## src/include/lifc_pkg.sv

```systemverilog
/*
  Constants, carriers and types of the live-insertion fault control block.
  Assumes a single 10 MHz clock and analog comparators outside the block.
*/
package lifc_pkg;

  // --------------------------------------------------------------
  // Timing
  // --------------------------------------------------------------
  localparam int CLK_HZ        = 10_000_000;
  localparam int T_STARTUP_MS  = 100;
  localparam int T_DEBOUNCE_MS = 100;
  localparam int T_RETRY_S     = 5;
  localparam int T_BREAKER_US  = 20;
  localparam int STARTUP_CYC   = T_STARTUP_MS * (CLK_HZ / 1000);
  localparam int DEBOUNCE_CYC  = T_DEBOUNCE_MS * (CLK_HZ / 1000);
  localparam int RETRY_CYC     = T_RETRY_S * CLK_HZ;
  localparam int BREAKER_CYC   = T_BREAKER_US * (CLK_HZ / 1_000_000);
  localparam int CNT_W         = 26;
  localparam int BRK_W         = 16;

  // --------------------------------------------------------------
  // Register map
  // --------------------------------------------------------------
  localparam logic [7:0] OFS_CTRL   = 8'h00;
  localparam logic [7:0] OFS_ALERT  = 8'h04;
  localparam logic [7:0] OFS_FAULT  = 8'h08;
  localparam logic [7:0] OFS_STATUS = 8'h0C;
  localparam int CTRL_W      = 5;
  localparam int C_SWITCH_ON = 0;
  localparam int C_CFG_LO    = 1;
  localparam int C_CFG_HI    = 2;
  localparam int C_RETRY     = 3;
  localparam int C_GPIO_LOW  = 4;
  localparam logic [CTRL_W-1:0] CTRL_RST = 5'h00;
  localparam int FAULT_W = 5;
  localparam int F_OV    = 0;
  localparam int F_UV    = 1;
  localparam int F_OC    = 2;
  localparam int F_PBAD  = 3;
  localparam int F_CARD  = 4;
  localparam logic [FAULT_W-1:0] ALERT_RST = 5'h00;
  localparam logic [1:0] RESP_OKAY   = 2'h0;
  localparam logic [1:0] RESP_SLVERR = 2'h2;

  // --------------------------------------------------------------
  // Types
  // --------------------------------------------------------------
  typedef enum logic [2:0] {ST_WAIT, ST_OFF, ST_STARTUP, ST_ON, ST_COOL} lifc_state_e;

  typedef struct packed {
    logic       on_req;
    logic       card_absent;
    logic       uv_ok;
    logic       uv_reset;
    logic       ov_trip;
    logic       power_good;
    logic       cur_limit;
    logic       breaker_over;
    logic       timer_done;
    logic       cool_done;
    logic       uvlo_trip;
    logic       gpio_in;
    logic       timer_internal;
    logic [1:0] bus_addr_sel0;
    logic [1:0] bus_addr_sel1;
    logic [1:0] bus_addr_sel2;
  } lifc_pins_s;

  typedef struct packed {
    logic gate_on;
    logic gate_fast_pulldown;
    logic foldback_active;
    logic alert_oe;
    logic alert_out;
    logic gpio_oe;
    logic gpio_out;
  } lifc_drv_s;

  typedef struct packed {
    logic        awvalid;
    logic [7:0]  awaddr;
    logic        wvalid;
    logic [31:0] wdata;
    logic [3:0]  wstrb;
    logic        bready;
    logic        arvalid;
    logic [7:0]  araddr;
    logic        rready;
  } lifc_axi_req_s;

  typedef struct packed {
    logic        awready;
    logic        wready;
    logic        bvalid;
    logic [1:0]  bresp;
    logic        arready;
    logic        rvalid;
    logic [31:0] rdata;
    logic [1:0]  rresp;
  } lifc_axi_rsp_s;

endpackage

```

## src/core/lifc_core.sv

```systemverilog
/*
  Live-insertion switch control, fault log, alert and general pin logic
  with an AXI4-Lite register slave. Assumes all pins are asynchronous
  comparator outputs and that the bus master follows AXI4-Lite.
*/
`timescale 1ns/10ps
module lifc_core
  import lifc_pkg::*;
#(
  parameter int         STARTUP_CYCLES  = STARTUP_CYC,
  parameter int         DEBOUNCE_CYCLES = DEBOUNCE_CYC,
  parameter int         RETRY_CYCLES    = RETRY_CYC,
  parameter int         BREAKER_CYCLES  = BREAKER_CYC,
  parameter logic [6:0] ADDR_BASE       = 7'h40
) (
  input  wire logic          mclk,
  input  wire logic          rst,
  input  wire lifc_pins_s    pins,
  input  wire lifc_axi_req_s axi_req,
  output lifc_axi_rsp_s      axi_rsp,
  output lifc_drv_s          drv
);

  // --------------------------------------------------------------
  // State
  // --------------------------------------------------------------
  typedef struct packed {
    lifc_pins_s         sync1;
    lifc_pins_s         sync2;
    lifc_pins_s         prev;
    logic [1:0]         prime;
    lifc_state_e        st;
    logic [CNT_W-1:0]   cnt;
    logic [BRK_W-1:0]   brk;
    logic [CTRL_W-1:0]  ctrl;
    logic [FAULT_W-1:0] alert_en;
    logic [FAULT_W-1:0] fault;
    logic               fast;
    logic               alert;
    logic               gpio_oe;
    logic [6:0]         bus_addr;
    logic [7:0]         awaddr;
    logic               aw_got;
    logic               w_got;
    logic [31:0]        wdata;
    logic [3:0]         wstrb;
    logic               bvalid;
    logic [1:0]         bresp;
    logic               rvalid;
    logic [31:0]        rdata;
    logic [1:0]         rresp;
  } lifc_core_s;

  lifc_core_s         s;
  lifc_core_s         n;
  lifc_pins_s         p;
  logic               edges_ok;
  logic               on_rise;
  logic               on_fall;
  logic               card_in;
  logic               card_chg;
  logic               valid;
  logic               gate;
  logic               latched;
  logic               start_done;
  logic               cool_end;
  logic               brk_trip;
  logic [FAULT_W-1:0] fault_set;
  logic [FAULT_W-1:0] fault_clr;
  logic [31:0]        status;

  // --------------------------------------------------------------
  // Decoders
  // --------------------------------------------------------------
  // Tri-state pin code {high, low}: low 0, high 1, open 2
  function automatic logic [4:0] trit(input logic [1:0] c);
    if (c[0]) begin
      trit = 5'h00;
    end else if (c[1]) begin
      trit = 5'h01;
    end else begin
      trit = 5'h02;
    end
  endfunction

  function automatic logic mapped(input logic [7:0] a);
    mapped = (a == OFS_CTRL) || (a == OFS_ALERT) ||
             (a == OFS_FAULT) || (a == OFS_STATUS);
  endfunction

  // --------------------------------------------------------------
  // Conditions from synchronised pins
  // --------------------------------------------------------------
  // Edges only after the pipeline is primed, so reset zeros fake none
  assign p          = s.sync2;
  assign edges_ok   = (s.prime == 2'h3);
  assign on_rise    = edges_ok && p.on_req && !s.prev.on_req;
  assign on_fall    = edges_ok && !p.on_req && s.prev.on_req;
  assign card_in    = edges_ok && !p.card_absent && s.prev.card_absent;
  assign card_chg   = edges_ok && (p.card_absent != s.prev.card_absent);
  assign valid      = p.uv_ok && !p.ov_trip && !p.card_absent && !p.uvlo_trip;
  assign gate       = (s.st == ST_STARTUP) || (s.st == ST_ON);
  assign latched    = s.fault[F_OC] && !s.ctrl[C_RETRY];
  assign start_done = p.timer_internal ? (s.cnt >= CNT_W'(STARTUP_CYCLES - 1))
                                       : p.timer_done;
  assign cool_end   = p.timer_internal ? (s.cnt >= CNT_W'(RETRY_CYCLES - 1))
                                       : p.cool_done;
  assign brk_trip   = p.breaker_over && (s.brk >= BRK_W'(BREAKER_CYCLES - 1));
  assign status     = {17'h00000, s.bus_addr, s.fast, gate && (s.st == ST_STARTUP),
                       p.gpio_in, p.ov_trip, p.uv_ok, !p.card_absent,
                       p.power_good, gate};

  // --------------------------------------------------------------
  // Next state
  // --------------------------------------------------------------
  // One pass builds every next value; later sections take priority
  always_comb begin
    n         = s;
    fault_set = '0;
    fault_clr = '0;

    // Two-stage synchronisers and edge history
    n.sync1 = pins;
    n.sync2 = s.sync1;
    n.prev  = s.sync2;
    if (!edges_ok) begin
      n.prime = s.prime + 2'h1;
    end
    n.bus_addr = ADDR_BASE + 7'(trit(p.bus_addr_sel0) + 5'(3 * trit(p.bus_addr_sel1))
               + 5'(9 * trit(p.bus_addr_sel2)));

    // Register writes once address and data are both held
    if (axi_req.awvalid && axi_rsp.awready) begin
      n.awaddr = axi_req.awaddr;
      n.aw_got = 1'b1;
    end
    if (axi_req.wvalid && axi_rsp.wready) begin
      n.wdata = axi_req.wdata;
      n.wstrb = axi_req.wstrb;
      n.w_got = 1'b1;
    end
    if (s.aw_got && s.w_got) begin
      n.aw_got = 1'b0;
      n.w_got  = 1'b0;
      n.bvalid = 1'b1;
      n.bresp  = mapped(s.awaddr) ? RESP_OKAY : RESP_SLVERR;
      if (s.wstrb[0]) begin
        unique case (s.awaddr)
          OFS_CTRL:  n.ctrl = s.wdata[CTRL_W-1:0];
          OFS_ALERT: n.alert_en = s.wdata[FAULT_W-1:0];
          OFS_FAULT: fault_clr = s.wdata[FAULT_W-1:0];
          default:   n.ctrl = s.ctrl;
        endcase
      end
    end else if (s.bvalid && axi_req.bready) begin
      n.bvalid = 1'b0;
    end

    // Register reads
    if (axi_req.arvalid && axi_rsp.arready) begin
      n.rvalid = 1'b1;
      n.rresp  = mapped(axi_req.araddr) ? RESP_OKAY : RESP_SLVERR;
      unique case (axi_req.araddr)
        OFS_CTRL:   n.rdata = {27'h0000000, s.ctrl};
        OFS_ALERT:  n.rdata = {27'h0000000, s.alert_en};
        OFS_FAULT:  n.rdata = {27'h0000000, s.fault};
        OFS_STATUS: n.rdata = status;
        default:    n.rdata = 32'h00000000;
      endcase
    end else if (s.rvalid && axi_req.rready) begin
      n.rvalid = 1'b0;
    end

    // Switch sequence
    unique case (s.st)
      ST_WAIT: begin
        if (!valid) begin
          n.cnt = '0;
        end else if (s.cnt >= CNT_W'(DEBOUNCE_CYCLES - 1)) begin
          n.cnt             = '0;
          n.st              = ST_OFF;
          n.ctrl[C_SWITCH_ON] = p.on_req;
        end else begin
          n.cnt = s.cnt + 1'b1;
        end
      end
      ST_OFF: begin
        n.cnt = '0;
        if (!valid) begin
          n.st = ST_WAIT;
        end else if (s.ctrl[C_SWITCH_ON] && !latched) begin
          n.st   = ST_STARTUP;
          n.fast = 1'b0;
        end
      end
      ST_STARTUP: begin
        n.cnt = s.cnt + 1'b1;
        if (!valid) begin
          n.st = ST_WAIT;
        end else if (!s.ctrl[C_SWITCH_ON]) begin
          n.st = ST_OFF;
        end else if (start_done) begin
          n.cnt = '0;
          if (p.cur_limit) begin
            fault_set[F_OC] = 1'b1;
            n.fast = 1'b1;
            n.st   = s.ctrl[C_RETRY] ? ST_COOL : ST_OFF;
          end else begin
            n.st = ST_ON;
          end
        end
      end
      ST_ON: begin
        if (!valid) begin
          n.st = ST_WAIT;
        end else if (!s.ctrl[C_SWITCH_ON]) begin
          n.st = ST_OFF;
        end else if (brk_trip) begin
          fault_set[F_OC] = 1'b1;
          n.fast = 1'b1;
          n.st   = s.ctrl[C_RETRY] ? ST_COOL : ST_OFF;
        end
      end
      ST_COOL: begin
        n.cnt = s.cnt + 1'b1;
        if (!valid) begin
          n.st  = ST_WAIT;
          n.cnt = '0;
        end else if (cool_end) begin
          n.st  = ST_OFF;
          n.cnt = '0;
        end
      end
      default: begin
        n.st  = ST_WAIT;
        n.cnt = '0;
      end
    endcase

    // Breaker filter counts only while armed and over threshold
    if ((s.st == ST_ON) && p.breaker_over && !brk_trip) begin
      n.brk = s.brk + 1'b1;
    end else begin
      n.brk = '0;
    end

    // Supply lockout discharges the gate hard
    if (gate && p.uvlo_trip) begin
      n.fast = 1'b1;
    end

    // Request and card edges override software on the switch bit
    if (on_rise && (s.st != ST_WAIT)) begin
      n.ctrl[C_SWITCH_ON] = 1'b1;
    end
    if (on_fall) begin
      n.ctrl[C_SWITCH_ON] = 1'b0;
      fault_clr = '1;
    end
    if (card_in) begin
      n.ctrl[C_SWITCH_ON] = p.on_req;
      fault_clr = '1;
    end
    if (p.uv_reset) begin
      fault_clr = '1;
    end

    // Fault logging; a new event wins over a clear
    if (p.ov_trip) begin
      fault_set[F_OV] = 1'b1;
    end
    if (!p.uv_ok) begin
      fault_set[F_UV] = 1'b1;
    end
    if ((s.st == ST_ON) && !p.power_good) begin
      fault_set[F_PBAD] = 1'b1;
    end
    if (card_chg) begin
      fault_set[F_CARD] = 1'b1;
    end
    // Reset zeros still in the synchroniser are not pin levels, so they log nothing
    n.fault = (s.fault & ~fault_clr) | (s.prime[1] ? fault_set : '0);

    // Alert and general pin drive
    n.alert = |(s.fault & s.alert_en);
    unique case ({s.ctrl[C_CFG_HI], s.ctrl[C_CFG_LO]})
      2'h0:    n.gpio_oe = !p.power_good;
      2'h1:    n.gpio_oe = p.power_good;
      2'h2:    n.gpio_oe = s.ctrl[C_GPIO_LOW];
      default: n.gpio_oe = 1'b0;
    endcase
  end

  // --------------------------------------------------------------
  // State register
  // --------------------------------------------------------------
  // Reset restores fault log and control defaults
  always_ff @(posedge mclk) begin
    if (rst) begin
      s          <= '0;
      s.st       <= ST_WAIT;
      s.ctrl     <= CTRL_RST;
      s.alert_en <= ALERT_RST;
    end else begin
      s <= n;
    end
  end

  // --------------------------------------------------------------
  // Outputs
  // --------------------------------------------------------------
  // Open-drain pins only ever pull low
  assign drv = '{gate_on:            gate,
                 gate_fast_pulldown: s.fast && !gate,
                 foldback_active:    s.st == ST_STARTUP,
                 alert_oe:           s.alert,
                 alert_out:          1'b0,
                 gpio_oe:            s.gpio_oe,
                 gpio_out:           1'b0};

  assign axi_rsp = '{awready: !s.aw_got && !s.bvalid,
                     wready:  !s.w_got && !s.bvalid,
                     bvalid:  s.bvalid,
                     bresp:   s.bresp,
                     arready: !s.rvalid,
                     rvalid:  s.rvalid,
                     rdata:   s.rdata,
                     rresp:   s.rresp};
endmodule

```

## config.mk

```make
export PLATFORM = sky130hd
export DESIGN_NAME = lifc_core
export DESIGN_NICKNAME = d
export VERILOG_FILES = /design/src/include/lifc_pkg.sv /design/src/core/lifc_core.sv
export SDC_FILE = /design/constraint.sdc
export NUM_CORES = 1
export LEC_CHECK = 0
export BUFFER_PORTS_ARGS = -buffer_cell sky130_fd_sc_hd__buf_2
export CAP_MARGIN = 20
export CORE_MARGIN = 4
export CORE_UTILIZATION = 50
export DETAILED_ROUTE_END_ITERATION = 12
export HOLD_SLACK_MARGIN = 0.03
export PLACE_DENSITY = 0.74
export SLEW_MARGIN = 10
export SYNTH_ARGS = -nofsm -noshare
export SYNTH_HDL_FRONTEND = slang
export SYNTH_SLANG_ARGS = --single-unit
```

## constraint.sdc

```tcl
create_clock -name mclk -period 7.2 [get_ports mclk]
set_clock_uncertainty 0.15 [all_clocks]
set_input_delay 1.08 -clock mclk [delete_from_list [all_inputs] [get_ports mclk]]
set_output_delay 1.08 -clock mclk [all_outputs]
set_load 0.005 [all_outputs]
```

# Word level (Yosys, flattened, before mapping)
# Cells that the tools add are included.
[word_totals]
ram_bits = 0
reg_bits = 166
mem_bits_ro = 0
latchBits = 0
out_inout_bits = 48
memories = 0
[op_classes]
n_eq_ne = 29
order_cmp = 3
div = 0
reduce_logical = 64
shifts = 0
mux = 76
bitwise_logic = 5
mul = 2
addsub = 6
[ops]
columns = ["operator", "count"]
rows = [
  ["two-way mux 26 bit", 4],
  ["one-hot mux 26 bit (4 select lines)", 1],
  ["two-way mux 29 bit", 3],
  ["one-hot mux 15 bit (4 select lines)", 1],
  ["two-way mux 5 bit", 8],
  ["two-way mux 1 bit", 34],
  ["two-way mux 3 bit", 11],
  ["== test 8 x 4 -> 1 bit, second input constant", 4],
  ["logical AND 1 bit", 28],
  ["adder 26 x 1 -> 26 bit, second input constant", 1],
  [">= comparator 26 x 20 -> 1 bit, second input constant", 1],
  [">= comparator 26 bit, second input constant", 1],
  ["adder 16 x 1 -> 16 bit, second input constant", 1],
  ["== test 8 x 3 -> 1 bit, second input constant", 2],
  [">= comparator 16 x 8 -> 1 bit, second input constant", 1],
  ["logical NOT 8 bit", 2],
  ["two-way mux 2 bit", 8],
  ["one-hot mux 3 bit (5 select lines)", 1],
  ["logical NOT 1 bit", 14],
  ["two-way mux 6 bit", 2],
  ["!= test 3 x 1 -> 1 bit, second input constant", 4],
  ["!= test 3 bit, second input constant", 4],
  ["bitwise AND 5 bit", 2],
  ["AND reduction 10 bit", 1],
  ["other kinds (31)", 46],
]

# Logic depth before layout (Yosys ltp)
# Gate-level depths: netlist (run 1).
[logic_depth]
depth_word = 10
ltp_mapped = 11
depth_no_buf = 11

# Worst setup path before layout (run 1)
# OpenSTA, ideal clock, no wires.
[synth_timing]
kind = "input-to-reg"
start = "in axi_req[2] (netlist name)"
end = "reg s (netlist bit axi_rsp[10])"
setup_slack_ns = 4.175
t_arrival_ns = 2.810
n_path_buf = 1
setup_ns = 0.065
path_stages = 6
path_cell_list = "or4_1 -> nor4_1 -> and3_1 -> clkbuf_1 -> a22oi_1 -> nor2_1"
[synth_between]
elab_chain_cells = 2
word_cells_on_any_way = 5
[synth_rtl]
columns = ["item", "line_no", "source"]
rows = [
  ["from (decl)", "lifc_core.sv:19", "input wire lifc_axi_req_s axi_req,"],
  ["== test 8 x 4 -> 1 bit (tied with other cells)", "lifc_core.sv:163", "unique case (axi_req.araddr)"],
  ["one-hot mux 15 bit (4 select lines) (*)", "lifc_core.sv:163", ""],
  ["to (signal assigned)", "lifc_core.sv:305", "s <= n;"],
  ["to (decl)", "lifc_core.sv:54", "lifc_core_s s;"],
]
# Every way passes the cells marked *; elsewhere a longest branch is shown, timed or not.
# A chain may end at the register's enable or synchronous reset.

# Worst setup path in the final report (run 1)
[layout_timing]
start = "reg s[125] (netlist name)"
end = "reg s[143] (netlist name)"
[layout_between]
elab_chain_cells = 6
word_cells_on_any_way = 13
[layout_rtl]
columns = ["item", "line_no", "source"]
rows = [
  [">= comparator 26 x 20 -> 1 bit", "lifc_core.sv:104, lifc_core.sv:179", ""],
  ["two-way mux 1 bit", "lifc_core.sv:104", "assign start_done = p.timer_internal ? (s.cnt >= CNT_W'(STARTUP_CYCLES - 1))"],
  ["two-way mux 29 bit", "lifc_core.sv:202", "end else if (start_done) begin"],
  ["two-way mux 26 bit", "lifc_core.sv:200", "end else if (!s.ctrl[C_SWITCH_ON]) begin"],
  ["two-way mux 26 bit", "lifc_core.sv:198", "if (!valid) begin"],
  ["one-hot mux 26 bit (4 select lines) (*)", "lifc_core.sv:175", "unique case (s.st)"],
]
# Every way passes the cells marked *; elsewhere a longest branch is shown, timed or not. The select of a mux whose other input is x is not followed.

==> results of run 1 <==
## worst max-delay path by stage
stage / startpoint / cells past startpoint / slack, ns / endpoint
after floorplan: axi_req[2] / 6 / 4.17 / axi_rsp[10]
after global placement: s[125] / 9 / 4.20 / s[147]
after detailed placement: s[125] / 9 / 4.07 / s[143]
after CTS: s[125] / 9 / 4.05 / s[143]
after global routing: s[125] / 9 / 3.80 / s[143]
final: s[125] / 9 / 4.05 / s[143]
## cells by family (layout without fill, tap and decap cells)
family / count (synthesis) / in the layout / synth area share
adder cells (fa/ha/maj): 9 / 9 / 0.02137
other: 1 / 30 / 0.0005930
XOR/XNOR: 15 / 15 / 0.02078
multiplexers: 24 / 24 / 0.04788
flip-flops: 147 / 147 / 0.4654
buffers and inverters: 98 / 135 / 0.08627
AO/OA/AOI/OAI: 128 / 128 / 0.1357
AND/OR/NAND/NOR: 282 / 282 / 0.2220
## layer usage
layer	share of wire	vias up	track usage
met5	0	-	0
met4	0.021	0	0.07649
met3	0.043	25	0.05472
met2	0.52	116	0.3203
met1	0.42	2297	0.2112
li1	-	2469	-
## registers in the layout, summed over array words and instances, names as in the netlist
register,flops
n,38
s,88
drv,2
axi_rsp,19
## cell usage after synthesis (5+ instances only)
library cell / number
a211oi_1: 9
a21oi_1: 34
a22o_1: 7
a22oi_1: 17
a31oi_1: 5
buf_4: 45
clkbuf_1: 23
dfxtp_1: 147
ha_1: 6
inv_1: 24
mux2i_1: 19
mux4_2: 5
nand2_1: 65
nand2b_1: 8
nand3_1: 27
nand4_1: 8
nor2_1: 79
nor2b_1: 46
nor3_1: 13
nor4_1: 7
o21ai_0: 27
or4_1: 6
xnor2_1: 7
xor2_1: 8
## power groups by stage
stage	clock network (mW)	registers (mW)	logic [mW]
after floorplan	0	0.873	0.0835
after global placement	0	0.879	0.0967
after detailed placement	0	0.880	0.101
after CTS	0.921	0.863	0.102
after global routing	0.960	0.867	0.116
final	0.900	0.863	0.102
## cell type report
class | instances | area [µm²]
Fill cell | 1096 | 5004
Multi-Input combinational cell | 488 | 2944
Sequential cell | 147 | 2943
Clock buffer | 22 | 464.2
Timing Repair Buffer | 79 | 410.4
Tap cell | 168 | 210.2
Clock inverter | 10 | 146.4
Inverter | 24 | 90.09
==> flow_metrics.py, run 1 <==
metrics = {
    "critical_path": {
        "r2r_slack_ns": 4.05,
        "worstPathArrival_ns": 3.32,
        "max_stage_delay_ns": 0.51,
        "cp_slowest_cell": "a211oi_2",
        "crit_path_max_fanout": 20,
        "rr_endpoint": "s[143]",
        "crit_family": "compound AO/OA/AOI/OAI gates",
        "startpoint_type": "flip-flop",
        "crit_buf_inv": 1,
        "rr_worst_depth": 9,
        "crit_required_ns": 7.38,
        "crit_path_cell_trace": "ha_1 -> nand4_1 -> o21ai_0 -> a211oi_2 -> a31oi_2 -> a21oi_2 -> buf_4 -> nand2_1 -> o21ai_0",
        "worstSetupPathType": "flip-flop to flip-flop",
        "crit_path_frequent_cell": "o21ai_0",
        "endpoint_kind": "flip-flop",
        "reg2reg_from": "s[125]",
    },
    "pwr": {
        "p_clk_frac": 0.483,
        "switching_share": 0.2194,
        "comb_power_share": 0.055,
        "intPower_mw": 1.456,
        "power_density_mw_per_mm2": 258.7,
        "power.switching_mw": 0.4091,
        "power_frac_seq": 0.463,
        "peakVddDrop_v": 0.0001886,
        "power_leakage_nw": 2.889,
        "power_mw": 1.865,
    },
    "finish": {
        "stdcell_area_mm2": 0.007208,
        "post_route_cells_drive_above_1_share": 0.1623,
        "area_growth_pct": 13.99,
        "nets": 844,
        "antenna_cells": 0,
        "layout_common_cells": "dfxtp_1, nor2_1, buf_2",
        "fin_util": 0.5903,
        "layout.cells.most_common": "dfxtp_1",
        "layoutNonFillerInstCount": 938,
    },
    "sta": {
        "setup_viol": 0,
        "fin_crit_ns": 3.146,
        "rsz0062_at_grt": "false",
        "hold_ws_ns": 0.2840,
        "fin_setup_tns_ns": 0,
        "fin_crit_sh": 0.4369,
        "drv_slew": 0,
        "slew_headroom": 0.5633,
        "worst_pin_slew_ns": 0.6491,
        "finalHoldViolCount": 0,
        "fmaxAchievable_mhz": 317.9,
        "timing.final.ws_setup_ns": 4.055,
    },
    "min_path": {
        "min_to": "n[171]",
        "hp-start": "n[190]",
        "hold_path_class": "flip-flop to flip-flop",
        "hold_depth": 1,
    },
    "synth": {
        "synthCells": 704,
        "synth_cell_types": 62,
        "synth_area_leaders": "dfxtp_1, buf_4, nor2_1, nor2b_1, nand2_1",
        "synthArstFlopShare": 0,
        "ys_seq_elements": 147,
        "syn-cell-area_mm2": 0.006324,
        "seq_area_frac_synth": 0.4654,
        "avgSynthCellArea_um2": 8.982,
        "ys.flop_type": "dfxtp_1",
        "synth_edf_count": 0,
        "synth_warnings": 0,
        "yosysTopAreaCellShare": 0.4654,
        "yosysTopAreaCell": "dfxtp_1",
    },
    "clocking": {
        "post-cts-setup-buffers": 0,
        "cts.htree.levels": 4,
        "clkLatencyLatePin_ns": 0.42,
        "cts_buffers": 17,
        "clock_sinks": 147,
        "cts_root_buffer": "clkbuf_16",
        "clkTransAtPathRegs_ns": 0.06,
        "cts_buffer_depth": 2,
        "cts_tree": "built",
        "cts_hold_buf": 0,
        "cts_resized": 0,
    },
    "global_route": {
        "grt_max_degree": 67,
        "track_usage": 0.1844,
        "grt_pass1_vias": 4732,
        "overflow": 0,
        "grt_pass1_wl_mm": 21.65,
        "antenna_found_initial": 0,
    },
    "place": {
        "port_buffers": 74,
        "dpl.cell_count": 906,
        "globalplace.congestion": 0.8418,
        "hpwl_mm": 9.163,
        "placed_cell_area_mm2": 0.006598,
        "dp_slack_ns": 4.067,
    },
    "drt": {
        "dr.pass1.iters": 5,
        "drc": 0,
        "wl_per_cell_um": 13.81,
        "postRouteAntennaNets": 0,
        "routed_wl_mm": 12.96,
        "viasPerCell": 5.231,
        "first_iter_violations": 402,
        "dr_total_vias": 4907,
    },
    "floorplanning": {
        "chipWidth_um": 120.5,
        "core-area_mm2": 0.01221,
        "start_util": 0.5178,
        "die_h_um": 120.5,
        "rows": 40,
        "dieArea_mm2": 0.01451,
        "io_pins": 126,
    },
    "flow_run": {
        "max_cap_viol_count": 0,
    },
    "run_status": {
        "status": "completed",
    },
}
Note: power is estimated with default switching activity, not from simulation.
==> inputs of run 2 (changes only) <==
--- a/config.mk
+++ b/config.mk
@@ -5,13 +5,14 @@
 export SDC_FILE = /design/constraint.sdc
 export NUM_CORES = 1
 export LEC_CHECK = 0
+export ABC_AREA = 1
 export BUFFER_PORTS_ARGS = -buffer_cell sky130_fd_sc_hd__buf_2
 export CAP_MARGIN = 20
 export CORE_MARGIN = 4
 export CORE_UTILIZATION = 50
 export DETAILED_ROUTE_END_ITERATION = 12
 export HOLD_SLACK_MARGIN = 0.03
-export PLACE_DENSITY = 0.74
+export PLACE_DENSITY = 0.73
 export SLEW_MARGIN = 10
 export SYNTH_ARGS = -nofsm -noshare
 export SYNTH_HDL_FRONTEND = slang
==> constraint.sdc (replaced) <==
create_clock -name mclk -period 3 [get_ports mclk]
set_clock_uncertainty 0.15 [all_clocks]
set_input_delay 0.45 -clock mclk [delete_from_list [all_inputs] [get_ports mclk]]
set_output_delay 0.45 -clock mclk [all_outputs]
set_load 0.005 [all_outputs]
==> flow_metrics.py, run 2 <==
metrics = {
    "run_status": {
        "status": "completed",
    },
    "synth": {
        "ys.flop_type": "dfxtp_1",
        "synthCells": 956,
        "synth_warnings": 0,
        "synthTopCellsByCount": "nand2_1, dfxtp_1, inv_1",
        "yosysTopAreaCell": "dfxtp_1",
        "avgSynthCellArea_um2": 7.206,
        "synth_most_common_cell": "nand2_1",
        "ys_seq_elements": 147,
        "synth_area_leaders": "dfxtp_1, nand2_1, inv_1, nor2_1, a21oi_1",
        "synthArstFlopShare": 0,
        "synth_cell_types": 43,
        "yosysTopAreaCellShare": 0.4272,
        "seq_area_frac_synth": 0.4272,
        "syn-cell-area_mm2": 0.006889,
        "synth_edf_count": 0,
    },
    "critical_path": {
        "worstSetupPathType": "flip-flop to flip-flop",
        "crit_required_ns": 3.16,
        "rr_worst_depth": 10,
        "reg2reg_from": "n[158]",
        "worstPathArrival_ns": 2.53,
        "r2r_slack_ns": 0.63,
        "startpoint": "n[158]",
        "crit_path_end": "s[87]",
        "rr_endpoint": "s[87]",
        "startpoint_type": "flip-flop",
        "endpoint_kind": "flip-flop",
        "crit_path_max_fanout": 3,
    },
    "clocking": {
        "clkLatencyLatePin_ns": 0.42,
        "cts_tree": "built",
        "cts_buffers": 17,
        "clock_sinks": 147,
        "cts.htree.levels": 4,
        "cts_hold_buf": 0,
        "cts_resized": 0,
        "cts_root_buffer": "clkbuf_16",
        "clkTransAtPathRegs_ns": 0.06,
        "cts_buffer_depth": 2,
        "post-cts-setup-buffers": 0,
    },
    "drt": {
        "wl_per_cell_um": 11.43,
        "first_iter_violations": 343,
        "drc": 0,
        "dr_total_vias": 5756,
        "routed_wl_mm": 13.75,
        "postRouteAntennaNets": 0,
        "viasPerCell": 4.785,
        "dr.pass1.iters": 5,
    },
    "sta": {
        "worst_pin_slew_ns": 0.9471,
        "fmaxAchievable_mhz": 421.9,
        "finalHoldViolCount": 0,
        "slew_headroom": 0.3686,
        "fin_crit_ns": 2.370,
        "fin_crit_sh": 0.7900,
        "rsz0062_at_grt": "false",
        "setup_viol": 0,
        "drv_slew": 0,
        "fin_setup_tns_ns": 0,
    },
    "finish": {
        "nets": 1101,
        "post_route_cells_drive_above_1_share": 0.1519,
        "largest_reg_flops": 88,
        "layout.cells.most_common": "nand2_1",
        "regMostFlops": "s",
        "fillers": 1309,
        "fin_util": 0.5789,
        "antenna_cells": 0,
        "stdcell_area_mm2": 0.007727,
        "layout_common_cells": "nand2_1, dfxtp_1, inv_1",
        "area_growth_pct": 12.17,
    },
    "flow_run": {
        "max_cap_viol_count": 0,
    },
    "pwr": {
        "power_mw": 4.275,
        "power_leakage_nw": 3.451,
        "power_density_mw_per_mm2": 553.2,
        "peakVddDrop_v": 0.0004033,
    },
    "floorplanning": {
        "io_pins": 126,
        "rows": 42,
        "die_h_um": 125.4,
        "chipWidth_um": 125.4,
        "core-area_mm2": 0.01335,
        "start_util": 0.5161,
        "dieArea_mm2": 0.01572,
    },
    "global_route": {
        "track_usage": 0.1788,
        "overflow": 0,
        "grt_pass1_vias": 5282,
        "antenna_found_initial": 0,
        "grt_max_degree": 92,
        "grt_pass1_wl_mm": 23.69,
    },
    "place": {
        "globalplace.congestion": 0.9215,
        "port_buffers": 74,
        "hpwl_mm": 9.807,
        "placed_cell_area_mm2": 0.007181,
    },
    "min_path": {
        "hold_path_class": "input port to flip-flop",
    },
}
run 2: power by group:
group	switching, mW	internal [mW]	total [mW]
sequential	0.0405	2.03	2.08
clock	0.862	1.08	1.94
combinational	0.163	0.0977	0.261
run 2: through the flow:
step	hold WS [ns]	cells	worst slack (ns)
2_1_floorplan	0.2383	985	0.7369
3_3_place_gp	0.2410	1171	0.6447
3_5_place_dp	0.2436	1171	0.6153
4_1_cts	0.04823	1203	0.6036
5_1_grt	0.07049	1203	0.3656
6_report	0.06621	1203	0.6299
run 2: area by class of cell:
cell class              count  area [µm²]  share of cell area
clock buffers              17       425.4             0.05505
clock inverters            15       121.4             0.01571
inverters                 154       578.1             0.07481
multi-input cells         616        3039              0.3933
flip-flops and latches    147        2943              0.3808
well taps                 176       220.2             0.02850
repair buffers             78       400.4             0.05181
run 2: cell families after synthesis:
logic type | count (synthesis) | share of synthesized area
buffers and inverters | 222 | 0.1475
AND/OR/NAND/NOR | 403 | 0.2563
AO/OA/AOI/OAI | 152 | 0.1210
XOR/XNOR | 22 | 0.02797
other | 1 | 0.0005443
adder cells (fa/ha/maj) | 9 | 0.01962
flip-flops | 147 | 0.4272
run 2: worst max-delay path, stage by stage, from the launching register on:
cell and delay (ns):
dfxtp_1 0.31, nor2_1 0.19, ha_1 0.27, inv_1 0.07, fa_1 0.40, inv_1 0.07, ha_1 0.16, inv_1 0.05
fa_1 0.37, o21ai_0 0.16, a21oi_1 0.05
run 2: per-layer routing:
metal	up-vias	part of all wire	GRT usage
met5	-	0	0
met4	0	0.012	0.05931
met3	17	0.050	0.04136
met2	136	0.43	0.2755
met1	2545	0.50	0.2484
li1	3058	-	-
run 2: how the worst min path moves through the flow:
stage | cells past startpoint | endpoint | slack [ns] | start
floorplan | 2 | n[156] | 0.24 | n[175]
global placement | 2 | n[161] | 0.24 | n[180]
detailed placement | 2 | n[166] | 0.24 | n[185]
CTS | 2 | axi_rsp[38] | 0.05 | axi_req[10]
global route | 3 | n[191] | 0.07 | pins[16]
finish | 2 | axi_rsp[38] | 0.07 | axi_req[10]
